**src/verilog/gca_pkg.sv**
```systemverilog
// Shared constants and carrier types for the converter control block
package gca_pkg;

  // Clock and timing
  localparam int unsigned CLK_HZ = 50_000_000;          // System clock rate
  localparam int unsigned DELAY_MAX_US = 32;            // Longest programmable delay in microseconds
  localparam int unsigned DELAY_MAX_CYC = (DELAY_MAX_US * (CLK_HZ / 1_000_000)); // 1600 cycles
  localparam int unsigned DELAY_W = 11;                 // Width of one delay field
  localparam int unsigned ATTN_SETTLE_NS = 1000;        // Attenuator settling time in ns
  localparam int unsigned ATTN_SETTLE_CYC = (ATTN_SETTLE_NS * (CLK_HZ / 1_000_000) + 999) / 1000;
  localparam int unsigned CONV_PS = 62_500;             // Conversion phase in ps, one 16 MHz cycle
  localparam int unsigned CONV_CYC_RAW = (CONV_PS * (CLK_HZ / 1_000_000)) / 1_000_000;
  localparam int unsigned REG_SETTLE_US = 20;           // Regulator settling before any conversion
  localparam int unsigned REG_SETTLE_CYC = REG_SETTLE_US * (CLK_HZ / 1_000_000);
  localparam int unsigned CONV_CYC = (CONV_CYC_RAW < 1) ? 1 : CONV_CYC_RAW;
  localparam int unsigned SET_W = 6;                    // Settle counter width
  localparam int unsigned CNV_W = 3;                    // Conversion counter width

  // Trim and data layout
  localparam int unsigned TRIM_W = 10;                  // Width of each offset trim
  localparam logic [9:0] TRIM_MID = 10'h200;            // Mid-scale, no correction
  localparam logic [9:0] RESULT_MID = 10'h200;          // Ideal muted result

  // Delay reset values, staggered: regulator first, then sampler, then start
  localparam logic [10:0] DLY_REG_RST = 11'h000;
  localparam logic [10:0] DLY_SMP_RST = 11'h190;
  localparam logic [10:0] DLY_GO_RST = 11'h320;

  // Control word bits driven by software
  typedef struct packed {
    logic regulator_on;       // Converter regulator enable
    logic sampler_on;         // Sampler enable
    logic single_ended_select;// 1 single-ended, 0 differential
    logic input_mute;         // Input at centre scale
    logic polarity_swap;      // Swap input and output sign
    logic triple_range_attenuator; // 3x range request
    logic battery_select;     // Battery channel selected
    logic delay_counter_on;   // Delay counter enable
  } gca_ctrl_t;

  // Delay settings for the three delayed controls
  typedef struct packed {
    logic [10:0] regulator_dly;
    logic [10:0] sampler_dly;
    logic [10:0] go_dly;
  } gca_delay_t;

  // Settings handed to the analog converter network
  typedef struct packed {
    logic [9:0] offset_trim_pos;
    logic [9:0] offset_trim_neg;
    logic input_mute;
    logic polarity_swap;
    logic single_ended_select;
    logic attenuator;
  } gca_net_t;

endpackage : gca_pkg

```
**src/verilog/gca_delay_cnt.sv**
```systemverilog
// Delay counter that releases the regulator, sampler and start controls
module gca_delay_cnt
  import gca_pkg::*;
(
  input wire logic clk_i,
  input wire logic rst_i,
  input wire logic enable_i,        // Delay counter enabled
  input wire logic start_i,         // Start request while enabled
  input wire logic stop_i,          // Conversion finished
  input wire gca_delay_t delay_i,   // Programmed delays
  output logic [2:0] reached_o,     // Regulator, sampler, start delay reached
  output logic running_o            // Counter running
);

  logic [DELAY_W-1:0] count_r;      // Elapsed cycles
  logic run_r;                      // Counting
  logic [DELAY_W-1:0] thr [3];      // Thresholds in one array

  assign thr[0] = delay_i.regulator_dly;
  assign thr[1] = delay_i.sampler_dly;
  assign thr[2] = delay_i.go_dly;

  // Run state: start when enabled, stop on finish, cleared with enable
  always_ff @(posedge clk_i or posedge rst_i) begin
    if (rst_i) begin
      run_r <= 1'b0;
    end else if (!enable_i) begin
      run_r <= 1'b0;
    end else if (stop_i) begin
      run_r <= 1'b0;
    end else if (start_i) begin
      run_r <= 1'b1;
    end
  end

  // Count clock cycles; held after stop so it must be reset to reuse
  always_ff @(posedge clk_i or posedge rst_i) begin
    if (rst_i) begin
      count_r <= '0;
    end else if (!enable_i) begin
      count_r <= '0;
    end else if (run_r && count_r != {DELAY_W{1'b1}}) begin
      count_r <= count_r + 1'b1;
    end
  end

  // Each control is released once its count is reached
  generate
    for (genvar g = 0; g < 3; g++) begin : g_cmp
      assign reached_o[g] = (run_r || count_r != '0) && (count_r >= thr[g]);
    end
  endgenerate

  assign running_o = run_r;

endmodule // gca_delay_cnt

```
**src/verilog/gca_top.sv**
```systemverilog
// Converter control: offset trims, attenuator settling, staggered start-up
// Overview of operation
// - Trims feed the conversion network directly
// - Battery channel forces attenuator on
// - Conversion phase lasts at least three clock cycles
// - Delay counter delays three controls up to 32us
// - Delay reset values give staggered start-up
// - Counter starts on start write while enabled
// - Counter stops when conversion finishes
// - Clearing counter enable resets counter
// - Start ends sampling; ready clears start
// - Mute switches input to centre scale
// - Polarity swap inverts input and output sign
module gca_top
  import gca_pkg::*;
(
  input wire logic clk_i,
  input wire logic rst_i,
  input wire gca_ctrl_t ctrl_i,          // Software control bits
  input wire logic convert_go_set_i,     // Pulse: software writes 1 to start
  input wire logic trim_wr_i,            // Pulse: load both trims
  input wire logic [9:0] trim_pos_i,     // New positive trim
  input wire logic [9:0] trim_neg_i,     // New negative trim
  input wire logic delay_wr_i,           // Pulse: load delay settings
  input wire gca_delay_t delay_i,        // New delay settings
  input wire logic conv_done_i,          // Pin: analog comparator finished
  input wire logic [9:0] raw_result_i,   // Pin: raw comparator code
  output gca_net_t net_o,                // Settings to converter network
  output logic regulator_en_o,           // Delayed regulator enable
  output logic sampler_en_o,             // Delayed sampler enable
  output logic convert_o,                // Conversion phase active
  output logic convert_go_o,             // Start bit readback
  output logic settled_o,                // Attenuator settling complete
  output logic [9:0] conversion_result_o,// Latest result
  output logic result_valid_o,           // Pulse: new result
  output logic delay_counter_on_o,       // Enable readback
  output gca_delay_t delay_o             // Delay register readback
);

  // Conversion sequencer states, Gray coded along the path
  typedef enum logic [1:0] {
    ST_SAMPLE = 2'b00,
    ST_ARM = 2'b01,
    ST_CONVERT = 2'b11,
    ST_DONE = 2'b10
  } gca_state_t;

  gca_state_t state_r, state_nxt;        // Sequencer state
  logic [1:0] done_sync_r;               // Two-stage synchroniser for done pin
  logic [9:0] raw_s1_r, raw_s2_r;        // Result synchroniser
  logic [SET_W-1:0] settle_r;            // Attenuator settle counter
  logic [CNV_W-1:0] conv_cnt_r;          // Conversion phase counter
  logic go_r;                            // Start bit
  logic atten;                           // Effective attenuator
  logic [2:0] reached;                   // Delay thresholds reached
  logic dly_run;                         // Delay counter running
  logic finish;                          // Conversion finished this cycle
  logic prev_chan_r;                     // Previous channel select for change detect

  // Battery channel forces the attenuator
  assign atten = ctrl_i.triple_range_attenuator | ctrl_i.battery_select;

  // Synchronise the analog done and result pins
  always_ff @(posedge clk_i or posedge rst_i) begin
    if (rst_i) begin
      done_sync_r <= 2'b00;
      raw_s1_r <= 10'h000;
      raw_s2_r <= 10'h000;
    end else begin
      done_sync_r <= {done_sync_r[0], conv_done_i};
      raw_s1_r <= raw_result_i;
      raw_s2_r <= raw_s1_r;
    end
  end

  // Trims held at mid-scale until software writes them
  always_ff @(posedge clk_i or posedge rst_i) begin
    if (rst_i) begin
      net_o.offset_trim_pos <= TRIM_MID;
      net_o.offset_trim_neg <= TRIM_MID;
    end else if (trim_wr_i) begin
      net_o.offset_trim_pos <= trim_pos_i;
      net_o.offset_trim_neg <= trim_neg_i;
    end
  end

  // Mode bits passed to the network; mute and swap act in the analog path
  always_ff @(posedge clk_i or posedge rst_i) begin
    if (rst_i) begin
      net_o.input_mute <= 1'b0;
      net_o.polarity_swap <= 1'b0;
      net_o.single_ended_select <= 1'b0;
      net_o.attenuator <= 1'b0;
    end else begin
      net_o.input_mute <= ctrl_i.input_mute;
      net_o.polarity_swap <= ctrl_i.polarity_swap;
      net_o.single_ended_select <= ctrl_i.single_ended_select;
      net_o.attenuator <= atten;
    end
  end

  // Delay registers; reset values stagger the start-up
  always_ff @(posedge clk_i or posedge rst_i) begin
    if (rst_i) begin
      delay_o.regulator_dly <= DLY_REG_RST;
      delay_o.sampler_dly <= DLY_SMP_RST;
      delay_o.go_dly <= DLY_GO_RST;
    end else if (delay_wr_i) begin
      delay_o <= delay_i;
    end
  end

  // Settle counter restarts whenever channel or range changes
  always_ff @(posedge clk_i or posedge rst_i) begin
    if (rst_i) begin
      settle_r <= '0;
      prev_chan_r <= 1'b0;
    end else begin
      prev_chan_r <= ctrl_i.battery_select;
      if (prev_chan_r != ctrl_i.battery_select || !atten) begin
        settle_r <= '0;
      end else if (settle_r != SET_W'(ATTN_SETTLE_CYC)) begin
        settle_r <= settle_r + 1'b1;
      end
    end
  end

  // Readiness of the attenuator path, registered for the output
  always_ff @(posedge clk_i or posedge rst_i) begin
    if (rst_i) begin
      settled_o <= 1'b0;
    end else begin
      settled_o <= !atten || settle_r == SET_W'(ATTN_SETTLE_CYC);
    end
  end

  // Delay counter instance
  gca_delay_cnt u_dly (
    .clk_i(clk_i),
    .rst_i(rst_i),
    .enable_i(ctrl_i.delay_counter_on),
    .start_i(convert_go_set_i),
    .stop_i(finish),
    .delay_i(delay_o),
    .reached_o(reached),
    .running_o(dly_run)
  );

  // Delayed enables: without the counter, controls pass straight through
  always_ff @(posedge clk_i or posedge rst_i) begin
    if (rst_i) begin
      regulator_en_o <= 1'b0;
      sampler_en_o <= 1'b0;
      delay_counter_on_o <= 1'b0;
    end else begin
      delay_counter_on_o <= ctrl_i.delay_counter_on;
      regulator_en_o <= ctrl_i.regulator_on &
                        (!ctrl_i.delay_counter_on | reached[0]);
      sampler_en_o <= ctrl_i.sampler_on &
                      (!ctrl_i.delay_counter_on | reached[1]);
    end
  end

  // Start bit: set by software, cleared by hardware when ready
  always_ff @(posedge clk_i or posedge rst_i) begin
    if (rst_i) begin
      go_r <= 1'b0;
    end else if (convert_go_set_i) begin
      go_r <= 1'b1;
    end else if (finish) begin
      go_r <= 1'b0;
    end
  end

  // Sequencer next state
  always_comb begin
    state_nxt = state_r;
    case (state_r)
      ST_SAMPLE: begin
        if (go_r) begin
          state_nxt = ST_ARM;
        end
      end
      ST_ARM: begin
        // Start held back until its delay has passed
        if (!ctrl_i.delay_counter_on || reached[2]) begin
          state_nxt = ST_CONVERT;
        end
      end
      ST_CONVERT: begin
        if (conv_cnt_r >= CNV_W'(CONV_CYC - 1) && done_sync_r[1]) begin
          state_nxt = ST_DONE;
        end
      end
      ST_DONE: begin
        state_nxt = ST_SAMPLE;
      end
      default: begin
        state_nxt = ST_SAMPLE;
      end
    endcase
  end

  assign finish = (state_r == ST_DONE);

  // Sequencer state register
  always_ff @(posedge clk_i or posedge rst_i) begin
    if (rst_i) begin
      state_r <= ST_SAMPLE;
    end else begin
      state_r <= state_nxt;
    end
  end

  // Conversion phase timer, same length with or without attenuator
  always_ff @(posedge clk_i or posedge rst_i) begin
    if (rst_i) begin
      conv_cnt_r <= '0;
    end else if (state_r != ST_CONVERT) begin
      conv_cnt_r <= '0;
    end else if (conv_cnt_r != {CNV_W{1'b1}}) begin
      conv_cnt_r <= conv_cnt_r + 1'b1;
    end
  end

  // Outputs of the conversion path
  always_ff @(posedge clk_i or posedge rst_i) begin
    if (rst_i) begin
      convert_o <= 1'b0;
      convert_go_o <= 1'b0;
      result_valid_o <= 1'b0;
      conversion_result_o <= 10'h000;
    end else begin
      convert_o <= (state_nxt == ST_CONVERT);
      convert_go_o <= go_r;
      result_valid_o <= (state_r == ST_CONVERT) && (state_nxt == ST_DONE);
      if ((state_r == ST_CONVERT) && (state_nxt == ST_DONE)) begin
        conversion_result_o <= raw_s2_r;
      end
    end
  end
endmodule // gca_top

```
**config.mk**
```make
export PLATFORM = sky130hd
export DESIGN_NAME = gca_top
export DESIGN_NICKNAME = d
export VERILOG_FILES = /design/src/verilog/gca_pkg.sv /design/src/verilog/gca_delay_cnt.sv /design/src/verilog/gca_top.sv
export SDC_FILE = /design/constraint.sdc
export NUM_CORES = 1
export LEC_CHECK = 0
export BUFFER_PORTS_ARGS = -buffer_cell sky130_fd_sc_hd__buf_2
export CAP_MARGIN = 15
export CORE_ASPECT_RATIO = 1.5
export CORE_MARGIN = 2
export CORE_UTILIZATION = 29
export CTS_CLUSTER_SIZE = 10
export DETAILED_ROUTE_END_ITERATION = 6
export PLACE_DENSITY = 0.55
export SETUP_SLACK_MARGIN = 0.05
export SLEW_MARGIN = 20
export SYNTH_ARGS = -nofsm -noshare
export SYNTH_HDL_FRONTEND = slang
export SYNTH_SLANG_ARGS = --single-unit
```
**constraint.sdc**
```tcl
create_clock -name clk_i -period 4.2 [get_ports clk_i]
set_input_delay 0.21 -clock clk_i [delete_from_list [all_inputs] [get_ports clk_i]]
set_output_delay 0.21 -clock clk_i [all_outputs]
set_load 0.03 [all_outputs]
```
== After elaboration in Yosys (flattened, before gate mapping) ==
Cells that the tools add are included.

* Add/subtract/negate cells: 3
* Order comparisons: 4
* Equal/unequal tests: 13
* Mux-type cells: 15
* Bitwise gates (word level): 5
* Reduce and logical (&&, ||, !) cells: 17

{| class="wikitable"
|+ Operators with widths
! cell !! count
|-
| >= comparator 11 bit || 3
|-
| 2-to-1 mux 11 bit || 2
|-
| 2-to-1 mux 6 bit || 2
|-
| adder 11 x 1 -> 11 bit (second input constant) || 1
|-
| != test 11 bit (second input constant) || 1
|-
| nonzero test 11 bit || 1
|-
| == test 2 bit (second input constant) || 4
|-
| case mux 2 bit (4 select lines) || 1
|-
| adder 6 x 1 -> 6 bit (second input constant) || 1
|-
| == test 6 bit (second input constant) || 1
|-
| logical AND 1 bit || 6
|-
| 2-to-1 mux 2 bit || 3
|-
| 2-to-1 mux 3 bit || 2
|-
| != test 6 bit (second input constant) || 1
|-
| nonzero test 2 bit || 3
|-
| 2-to-1 mux 1 bit || 5
|-
| logical OR 1 bit || 4
|-
| adder 3 x 1 -> 3 bit (second input constant) || 1
|-
| >= comparator 3 x 2 -> 1 bit (second input constant) || 1
|-
| != test 3 x 1 -> 1 bit (second input constant) || 1
|-
| != test 3 bit (second input constant) || 1
|-
| bitwise OR 1 bit || 3
|-
| bitwise AND 1 bit || 2
|-
| == test 2 x 1 -> 1 bit (second input constant) || 1
|-
| 5 further kinds || 6
|}

* Register bits: 121
* Input port bits: 77
* Output and inout bits: 74
* Word-level logic and storage cells: 84

== Longest topological paths before layout ==
Gate-level depths: netlist of the first run.

* Word-level depth: 8
* Gate-level depth with buffers: 7

== By module ==
Synthesis of the first run repeated with hierarchy kept, for this count alone.

* Cells, all modules: 411
* Area total of the unflattened synthesis: 5343.9 um2

{| class="wikitable"
|+ Modules (own cells, without submodules)
! module !! times used !! cells each !! area each (um2)
|-
| gca_top || 1 || 232 || 3862.5
|-
| gca_delay_cnt || 1 || 179 || 1481.4
|}

== Least setup slack after synthesis of the first run ==
No wires, ideal clock.

* Path type: register -> register
* From: register delay_o[21] in the netlist's numbering
* To: register sampler_en_o
* Setup time: 120 ps
* Arrival: 1835 ps
* Required time: 4080 ps
* Slack: 2245 ps
* Stages on the path, launching flop included: 7
* Path buffers: 0
* Period minus slack after synthesis: 1955 ps
* Cells stage by stage: dfrtp_1 -> inv_1 -> ha_1 -> a2111o_1 -> a2111oi_2 -> o21ai_1 -> and3_1

* Longest elaborated chain between the ends: 4

{| class="wikitable"
|+ RTL lines
! item !! line !! text
|-
| from (decl) || gca_top.sv:37 || <nowiki>output gca_delay_t delay_o</nowiki>
|-
| from (signal assigned) || gca_top.sv:109 || <nowiki>delay_o <= delay_i;</nowiki>
|-
| >= comparator 11 bit || gca_delay_cnt.sv:50 || <nowiki>assign reached_o[g] = (run_r || count_r != '0) && (count_r >= thr[g]);</nowiki>
|-
| logical AND 1 bit || gca_delay_cnt.sv:50 ||
|-
| bitwise OR 1 bit || gca_top.sv:160 || <nowiki>(!ctrl_i.delay_counter_on | reached[1]);</nowiki>
|-
| bitwise AND 1 bit || gca_top.sv:159 || <nowiki>sampler_en_o <= ctrl_i.sampler_on &</nowiki>
|-
| to (signal assigned) || gca_top.sv:159 ||
|-
| to (decl) || gca_top.sv:30 || <nowiki>output logic sampler_en_o,</nowiki>
|}

Every way passes these cells.
A chain may end at the register's enable or synchronous reset.

== Worst setup path after layout of the first run ==
* From: register u_dly.count_r[10]
* To: register sampler_en_o

* Longest elaborated chain between the ends: 5
* Elaborated cells between the ends (all ways): 6
* Those cells by class: order compare: 1; bitwise: 2; reduce/logical: 3

{| class="wikitable"
|+ RTL lines
! item !! line !! text
|-
| from (decl) || gca_delay_cnt.sv:15 || <nowiki>logic [DELAY_W-1:0] count_r;</nowiki>
|-
| from (signal assigned) || gca_delay_cnt.sv:43 || <nowiki>count_r <= count_r + 1'b1;</nowiki>
|-
| branches (longest 2 deep; another with >= comparator 11 bit) || -- ||
|-
| logical AND 1 bit (*) || gca_delay_cnt.sv:50 ||
|-
| bitwise OR 1 bit (*) || gca_top.sv:160 ||
|-
| bitwise AND 1 bit (*) || gca_top.sv:159 ||
|}

Mark *: on every way between the ends.

==> results of run 1 <==
## synthesized netlist by cell type (2+ instances only)
master	instances
o211ai_1	2
a211oi_1	3
mux2i_1	2
buf_2	2
nor3b_1	2
a21o_1	5
nand2_1	70
mux2_2	24
or2_2	2
dfstp_2	8
xor2_1	6
nand3_1	8
nor2_1	20
o21a_1	3
nand2b_1	5
clkbuf_1	9
or3_1	2
nand4_1	5
a21boi_0	3
dfrtp_1	113
and4_1	3
inv_1	41
o2111ai_1	2
and2_1	2
o21ai_0	42
xnor2_1	5
nor3_1	4
nor4_1	2
a21oi_1	11
ha_1	39
## cells in the final DEF, fill, tap and decap left out, types with 3 or more instances in the layout
| cell type | instances |
|---|---|
| buf_2 | 150 |
| dfrtp_1 | 113 |
| nand2_1 | 70 |
| o21ai_0 | 42 |
| inv_1 | 40 |
| dlygate4sd3_1 | 40 |
| ha_1 | 39 |
| mux2_2 | 24 |
| nor2_1 | 20 |
| clkbuf_16 | 17 |
| a21oi_1 | 11 |
| inv_6 | 9 |
| nand3_1 | 8 |
| dfstp_2 | 8 |
| xor2_1 | 6 |
| xnor2_1 | 5 |
| nand4_1 | 5 |
| nand2b_1 | 5 |
| a21o_1 | 5 |
| nor3_1 | 4 |
| and4_1 | 3 |
| a211oi_1 | 3 |
| a21boi_0 | 3 |
| o21a_1 | 3 |
## metal layers
layer | part of all wire [%] | routed length, um | track usage (%)
met5 | 0 | 0 | 0
met4 | 2.7 | 339 | 7.00
met3 | 3.7 | 466 | 3.40
met2 | 53 | 6710 | 25.0
met1 | 41 | 5180 | 16.0
## power groups by stage
stage	registers, mW	logic [mW]	clock network [mW]
finish	1.40	0.710	1.44
global route	1.42	0.782	1.54
CTS	1.40	0.722	1.47
detailed placement	1.42	0.690	0
global placement	1.42	0.676	0
floorplan	1.62	0.253	0
## sequential cells by signal, indices dropped and copies added, names as in the netlist, 2 cells and up
| register | cells |
|---|---|
| delay_o | 33 |
| raw_s2_r | 10 |
| state_r | 2 |
| conv_cnt_r | 3 |
| done_sync_r | 2 |
| raw_s1_r | 10 |
| settle_r | 6 |
| conversion_result_o | 10 |
| net_o | 24 |
| u_dly.count_r | 11 |
## per-stage QoR
step,std cells,utilization (%),hold slack [ns],setup WS [ns]
final,883,41.0,0.0156,2.24
after global routing,883,41.0,0.00919,2.12
after CTS,883,41.0,0.000489,2.22
after detailed placement,811,35.4,0.319,2.24
after global placement,811,35.4,0.318,2.31
after floorplan,458,-,0.241,0.789
## what timing repair did
action,4_1_cts,5_1_grt
endpoints found under the hold margin,83,0
resized for setup,0,0
hold buffers,40,0
endpoints found under the setup margin,0,0
## logic make-up after synthesis
| kind of cell | count (synthesis) | share of synthesized area (%) |
|---|---|---|
| XOR/XNOR | 11 | 1.86 |
| multiplexers | 26 | 5.61 |
| buffers and inverters | 53 | 3.89 |
| AND/OR/NAND/NOR | 130 | 11.5 |
| adder cells (fa/ha/maj) | 39 | 9.43 |
| AO/OA/AOI/OAI | 78 | 9.06 |
| flip-flops | 121 | 58.7 |
## final timing paths
kind,start,endpoint,cells after the start
worst max-delay path,u_dly.count_r[10],sampler_en_o,5
worst min-delay path,delay_i[25],delay_o[25],3
worst max register to register,u_dly.count_r[10],sampler_en_o,5
worst min register to register,raw_s1_r[2],raw_s2_r[2],0
max in group asynchronous,rst_i,state_r[0],4
min in group asynchronous,rst_i,raw_s1_r[7],3
## area by class of cell
cell class              instances  area (um^2)  area share [%]
flip-flops and latches        121         3040            42.5
clock inverters                15          153            2.14
multi-input cells             284         1940            27.1
repair buffers                192         1170            16.3
clock buffers                  17          425            5.96
well taps                     213          267            3.73
inverters                      41          156            2.19
## critical path: stages, from the launching register on
cell       delay, ns
dfrtp_1         0.46
ha_1            0.33
a2111o_1        0.42
a2111oi_2       0.36
o21ai_1         0.10
and3_1          0.19
==> impl_metrics.json, run 1 <==
{
  "ir_drop_v": 0.000176,
  "initial_utilization_pct": 29.7,
  "timing.final.crit_share_pct": 46.8,
  "drt_iter0_markers": 126,
  "vias": 3982,
  "synth_cell_types": 43,
  "tightest_slew_ns": 0.927,
  "routed_via_density": 4.51,
  "cts_setup_buffers": 0,
  "post-synth-top-area-cell": "dfrtp_1",
  "clockRootBuffer": "clkbuf_16",
  "netSwitchingPower_mw": 1.15,
  "critical_path_class": "reg -> reg",
  "p_int_mw": 2.40,
  "drt-wirelength-per-cell_um": 14.4,
  "place_congestion": 0.772,
  "grt_pass1_wl_mm": 21.1,
  "dp_hpwl_mm": 9.15,
  "fillers": 1719,
  "synthFlopType": "dfrtp_1",
  "drv_cap": 0,
  "endpoint_kind": "flop",
  "die_w_um": 113,
  "violations": "design-rule violations",
  "grt_pass1_vias": 4272,
  "worstPathArrival_ns": 2.27,
  "max_freq_mhz": 509,
  "slew_headroom_pct": 38.2,
  "syn2layout_area_growth_pct": 38.0,
  "drtAntennaViolNets": 0,
  "synth_fp_nets": 574,
  "antenna_found_initial": 0,
  "power_frac_clock_pct": 40.5,
  "cts_tree": "built",
  "r2r_slack_ns": 2.24,
  "tns_ns": 0,
  "grt_overflow": 0,
  "die-area_mm2": 0.0190,
  "seq_power_share_pct": 39.5,
  "io_buffers": 150,
  "switching_share_pct": 32.3,
  "n_antenna_cell": 0,
  "synth-edff-count": 0,
  "hold_class": "in -> reg",
  "finalSetupViolations": 0,
  "netlist_area_mm2": 0.00518,
  "final_nets": 773,
  "slew_viol_final": 0,
  "rsz0062_at_grt": "no",
  "start_kind": "flop",
  "status": "finished with violations",
  "min_period_ns": 1.96,
  "grt_max_degree": 64,
  "drtPass1Iterations": 6,
  "hold_viol": 0,
  "syn_inst": 458,
  "insertion_delay_ns": 0.42,
  "io-pin-count": 151,
  "h-tree-depth": 4,
  "synth.avg_cell_area_um2": 11.3,
  "powerDensity_mw_per_mm2": 496,
  "finalPower_mw": 3.54,
  "remaining_drc_errors": 9,
  "synth_seq_cells": 121,
  "numCtsBuffers": 17,
  "skew_ns": 0.00642,
  "core_mm2": 0.0174,
  "clockBufferDepth": 2,
  "synth_area_leaders": "dfrtp_1 (55%), ha_1 (9.4%), mux2_2 (5.2%)",
  "critPathRequiredTime_ns": 4.50,
  "num_rows": 59,
  "wl_mm": 12.7,
  "clk_pin_slew_ns": 0.06,
  "synthArstFlopShare_pct": 100,
  "cts.sinks": 121,
  "p_leak_nw": 3.59,
  "drive_gt1_share_pct": 33.3,
  "die-height_um": 168,
  "ys_seq_area_share_pct": 58.7,
  "stdcell_area_mm2": 0.00714,
  "crit_fanout": 6,
  "dpl-instance-area_mm2": 0.00616,
  "yosys_warnings": 0,
  "synth_top_area_share_pct": 54.6,
  "grt.total_usage_pct": 14.2,
  "p_comb_share_pct": 20.0
}
Power figures use the tool's default switching activity.
==> inputs of run 2 (changes only) <==
Settings changed: PLACE_DENSITY 0.55 to 0.57.
Clock period 4.2 ns to 1.7 ns, I/O delays scaled along.
==> run 2 against run 1 <==
  * The flow finishes with violations (design-rule violations, negative hold slack, negative setup slack)
  * Global-route usage is 0.49 points higher
  * Worst hold slack lost 0.079 ns
  * Critical path depth increased by 1
==> impl_metrics.json, run 2 (same netlist as run 1, synthesis figures left out) <==
{
  "status": "finished with violations",
  "violations": "design-rule violations, negative hold slack, negative setup slack",
  "regArea_mm2": 0.00305,
  "finalSetupViolations": 1,
  "hold_viol": 1,
  "drive_gt1_share_pct": 38.1,
  "fin_ws_ns": -0.0128,
  "crit_fanout": 2,
  "die_w_um": 113,
  "slew_headroom_pct": 64.3,
  "grt_max_degree": 41,
  "grt_overflow": 0,
  "dp_hpwl_mm": 9.68,
  "core_mm2": 0.0174,
  "vias": 4289,
  "powerDensity_mw_per_mm2": 1140,
  "io-pin-count": 151,
  "die-height_um": 168,
  "place_congestion": 0.780,
  "fin_cells": 940,
  "h-tree-depth": 4,
  "drv_cap": 0,
  "worstPathCellList": "inv_2, ha_4, a2111o_1, a2111oi_2, o21ai_1, and3_1",
  "utilization_pct": 44.9,
  "wl_mm": 13.5,
  "critPathMaxStageDelay_ns": 0.54,
  "drt-wirelength-per-cell_um": 14.4,
  "clockRootBuffer": "clkbuf_16",
  "drtPass1Iterations": 6,
  "dpl-instance-area_mm2": 0.00641,
  "fillers": 1627,
  "rsz0062_at_grt": "yes",
  "critPathRequiredTime_ns": 2.00,
  "stdcell_area_mm2": 0.00783,
  "drt_iter0_markers": 117,
  "cts_tree": "built",
  "worstPathArrival_ns": 2.01,
  "drtAntennaViolNets": 0,
  "critical_path_class": "reg -> reg",
  "tightest_slew_ns": 0.534,
  "grt_pass1_wl_mm": 21.9,
  "io_buffers": 150,
  "numCtsBuffers": 17,
  "initial_utilization_pct": 29.7,
  "remaining_drc_errors": 11,
  "place_ws_ns": -0.124,
  "clockBufferDepth": 2,
  "grt_pass1_vias": 4566,
  "reg_top3": "delay_o (33), net_o (24), u_dly.count_r (11)",
  "hold_ws_ns": -0.0631,
  "cts.sinks": 121,
  "syn2layout_area_growth_pct": 51.2,
  "final_nets": 830,
  "final_cell_mix": "buf_2 (150), dfrtp_1 (103), dlygate4sd3_1 (72)",
  "clk_pin_slew_ns": 0.06,
  "cp_num_buf_inv": 1,
  "multi_input_area_mm2": 0.00204,
  "endpoint_kind": "flop",
  "timing.final.crit_share_pct": 101,
  "ir_drop_v": 0.000581,
  "skew_ns": 0.00812,
  "min_period_ns": 1.71,
  "slew_viol_final": 0,
  "hold_class": "in -> reg",
  "n_antenna_cell": 0,
  "max_freq_mhz": 584,
  "p_leak_nw": 3.86,
  "largest_reg_flops": 33,
  "top_register": "delay_o",
  "insertion_delay_ns": 0.42,
  "grt.total_usage_pct": 14.7,
  "die-area_mm2": 0.0190,
  "final_common_cell": "buf_2",
  "start_kind": "flop",
  "place_inst": 831,
  "routed_via_density": 4.56,
  "critPathTopFamily": "compound AO/OA/AOI/OAI gates",
  "slowest_stage": "dfstp_2",
  "ctsHoldBuffers": 72,
  "num_rows": 59,
  "antenna_found_initial": 0
}
## run 2: layout make-up
cell class / count / share of cell area [%]
clock inverter: 15 / 1.98
timing repair buffer: 249 / 22.1
tap: 213 / 3.40
multi-input combinational: 284 / 26.1
inverter: 41 / 2.05
sequential: 121 / 39.0
clock buffer: 17 / 5.43
## run 2: what timing repair did
| item | CTS | global route |
|---|---|---|
| buffers inserted | 1 | 4 |
| resized for setup | 11 | 15 |
| hold endpoints to repair | 89 | 1 |
| pin swaps | 4 | 8 |
| endpoints found under the setup margin | 6 | 9 |
## run 2: power breakdown
group | leakage, nW | internal (mW) | switching [mW] | total [mW]
Clock | 0.280 | 2.07 | 1.47 | 3.54
Combinational | 2.13 | 0.727 | 1.19 | 1.92
Sequential | 1.45 | 3.25 | 0.205 | 3.46
## run 2: final timing paths
path                                   from  cells after the start        endpoint  slack (ns)
worst max-delay path            delay_o[19]                      6    sampler_en_o       -0.01
worst min-delay path              ctrl_i[6]                      2    sampler_en_o       -0.06
worst max register to register  delay_o[19]                      6    sampler_en_o       -0.01
worst min register to register  raw_s1_r[1]                      0     raw_s2_r[1]        0.35
max in group asynchronous             rst_i                      4     delay_o[19]        0.82
min in group asynchronous             rst_i                      3  result_valid_o        0.26
## run 2: through the flow
stage	hold WS (ns)	total power [mW]	setup TNS [ns]
6_report	-0.0631	8.91	-0.0128
5_1_grt	-0.0676	9.38	-0.107
4_1_cts	-0.0740	9.03	-0.0276
3_5_place_dp	0.158	5.28	-0.175
3_3_place_gp	0.157	5.22	-0.0297
2_1_floorplan	0.116	4.63	-0.0218
## run 2: worst reg2reg max path: stages (launching register included)
cell and delay (ns):
dfstp_2 0.54, inv_2 0.05, ha_4 0.15, a2111o_1 0.39, a2111oi_2 0.23, o21ai_1 0.10
and3_1 0.15
## run 2: per-layer routing
| metal | global-route usage (%) | part of all wire, % | vias up |
|---|---|---|---|
| met5 | 0 | 0 | - |
| met4 | 6.04 | 1.6 | 0 |
| met3 | 4.13 | 4.4 | 13 |
| met2 | 27.6 | 56 | 109 |
| met1 | 15.1 | 38 | 2093 |
| li1 | - | - | 2074 |
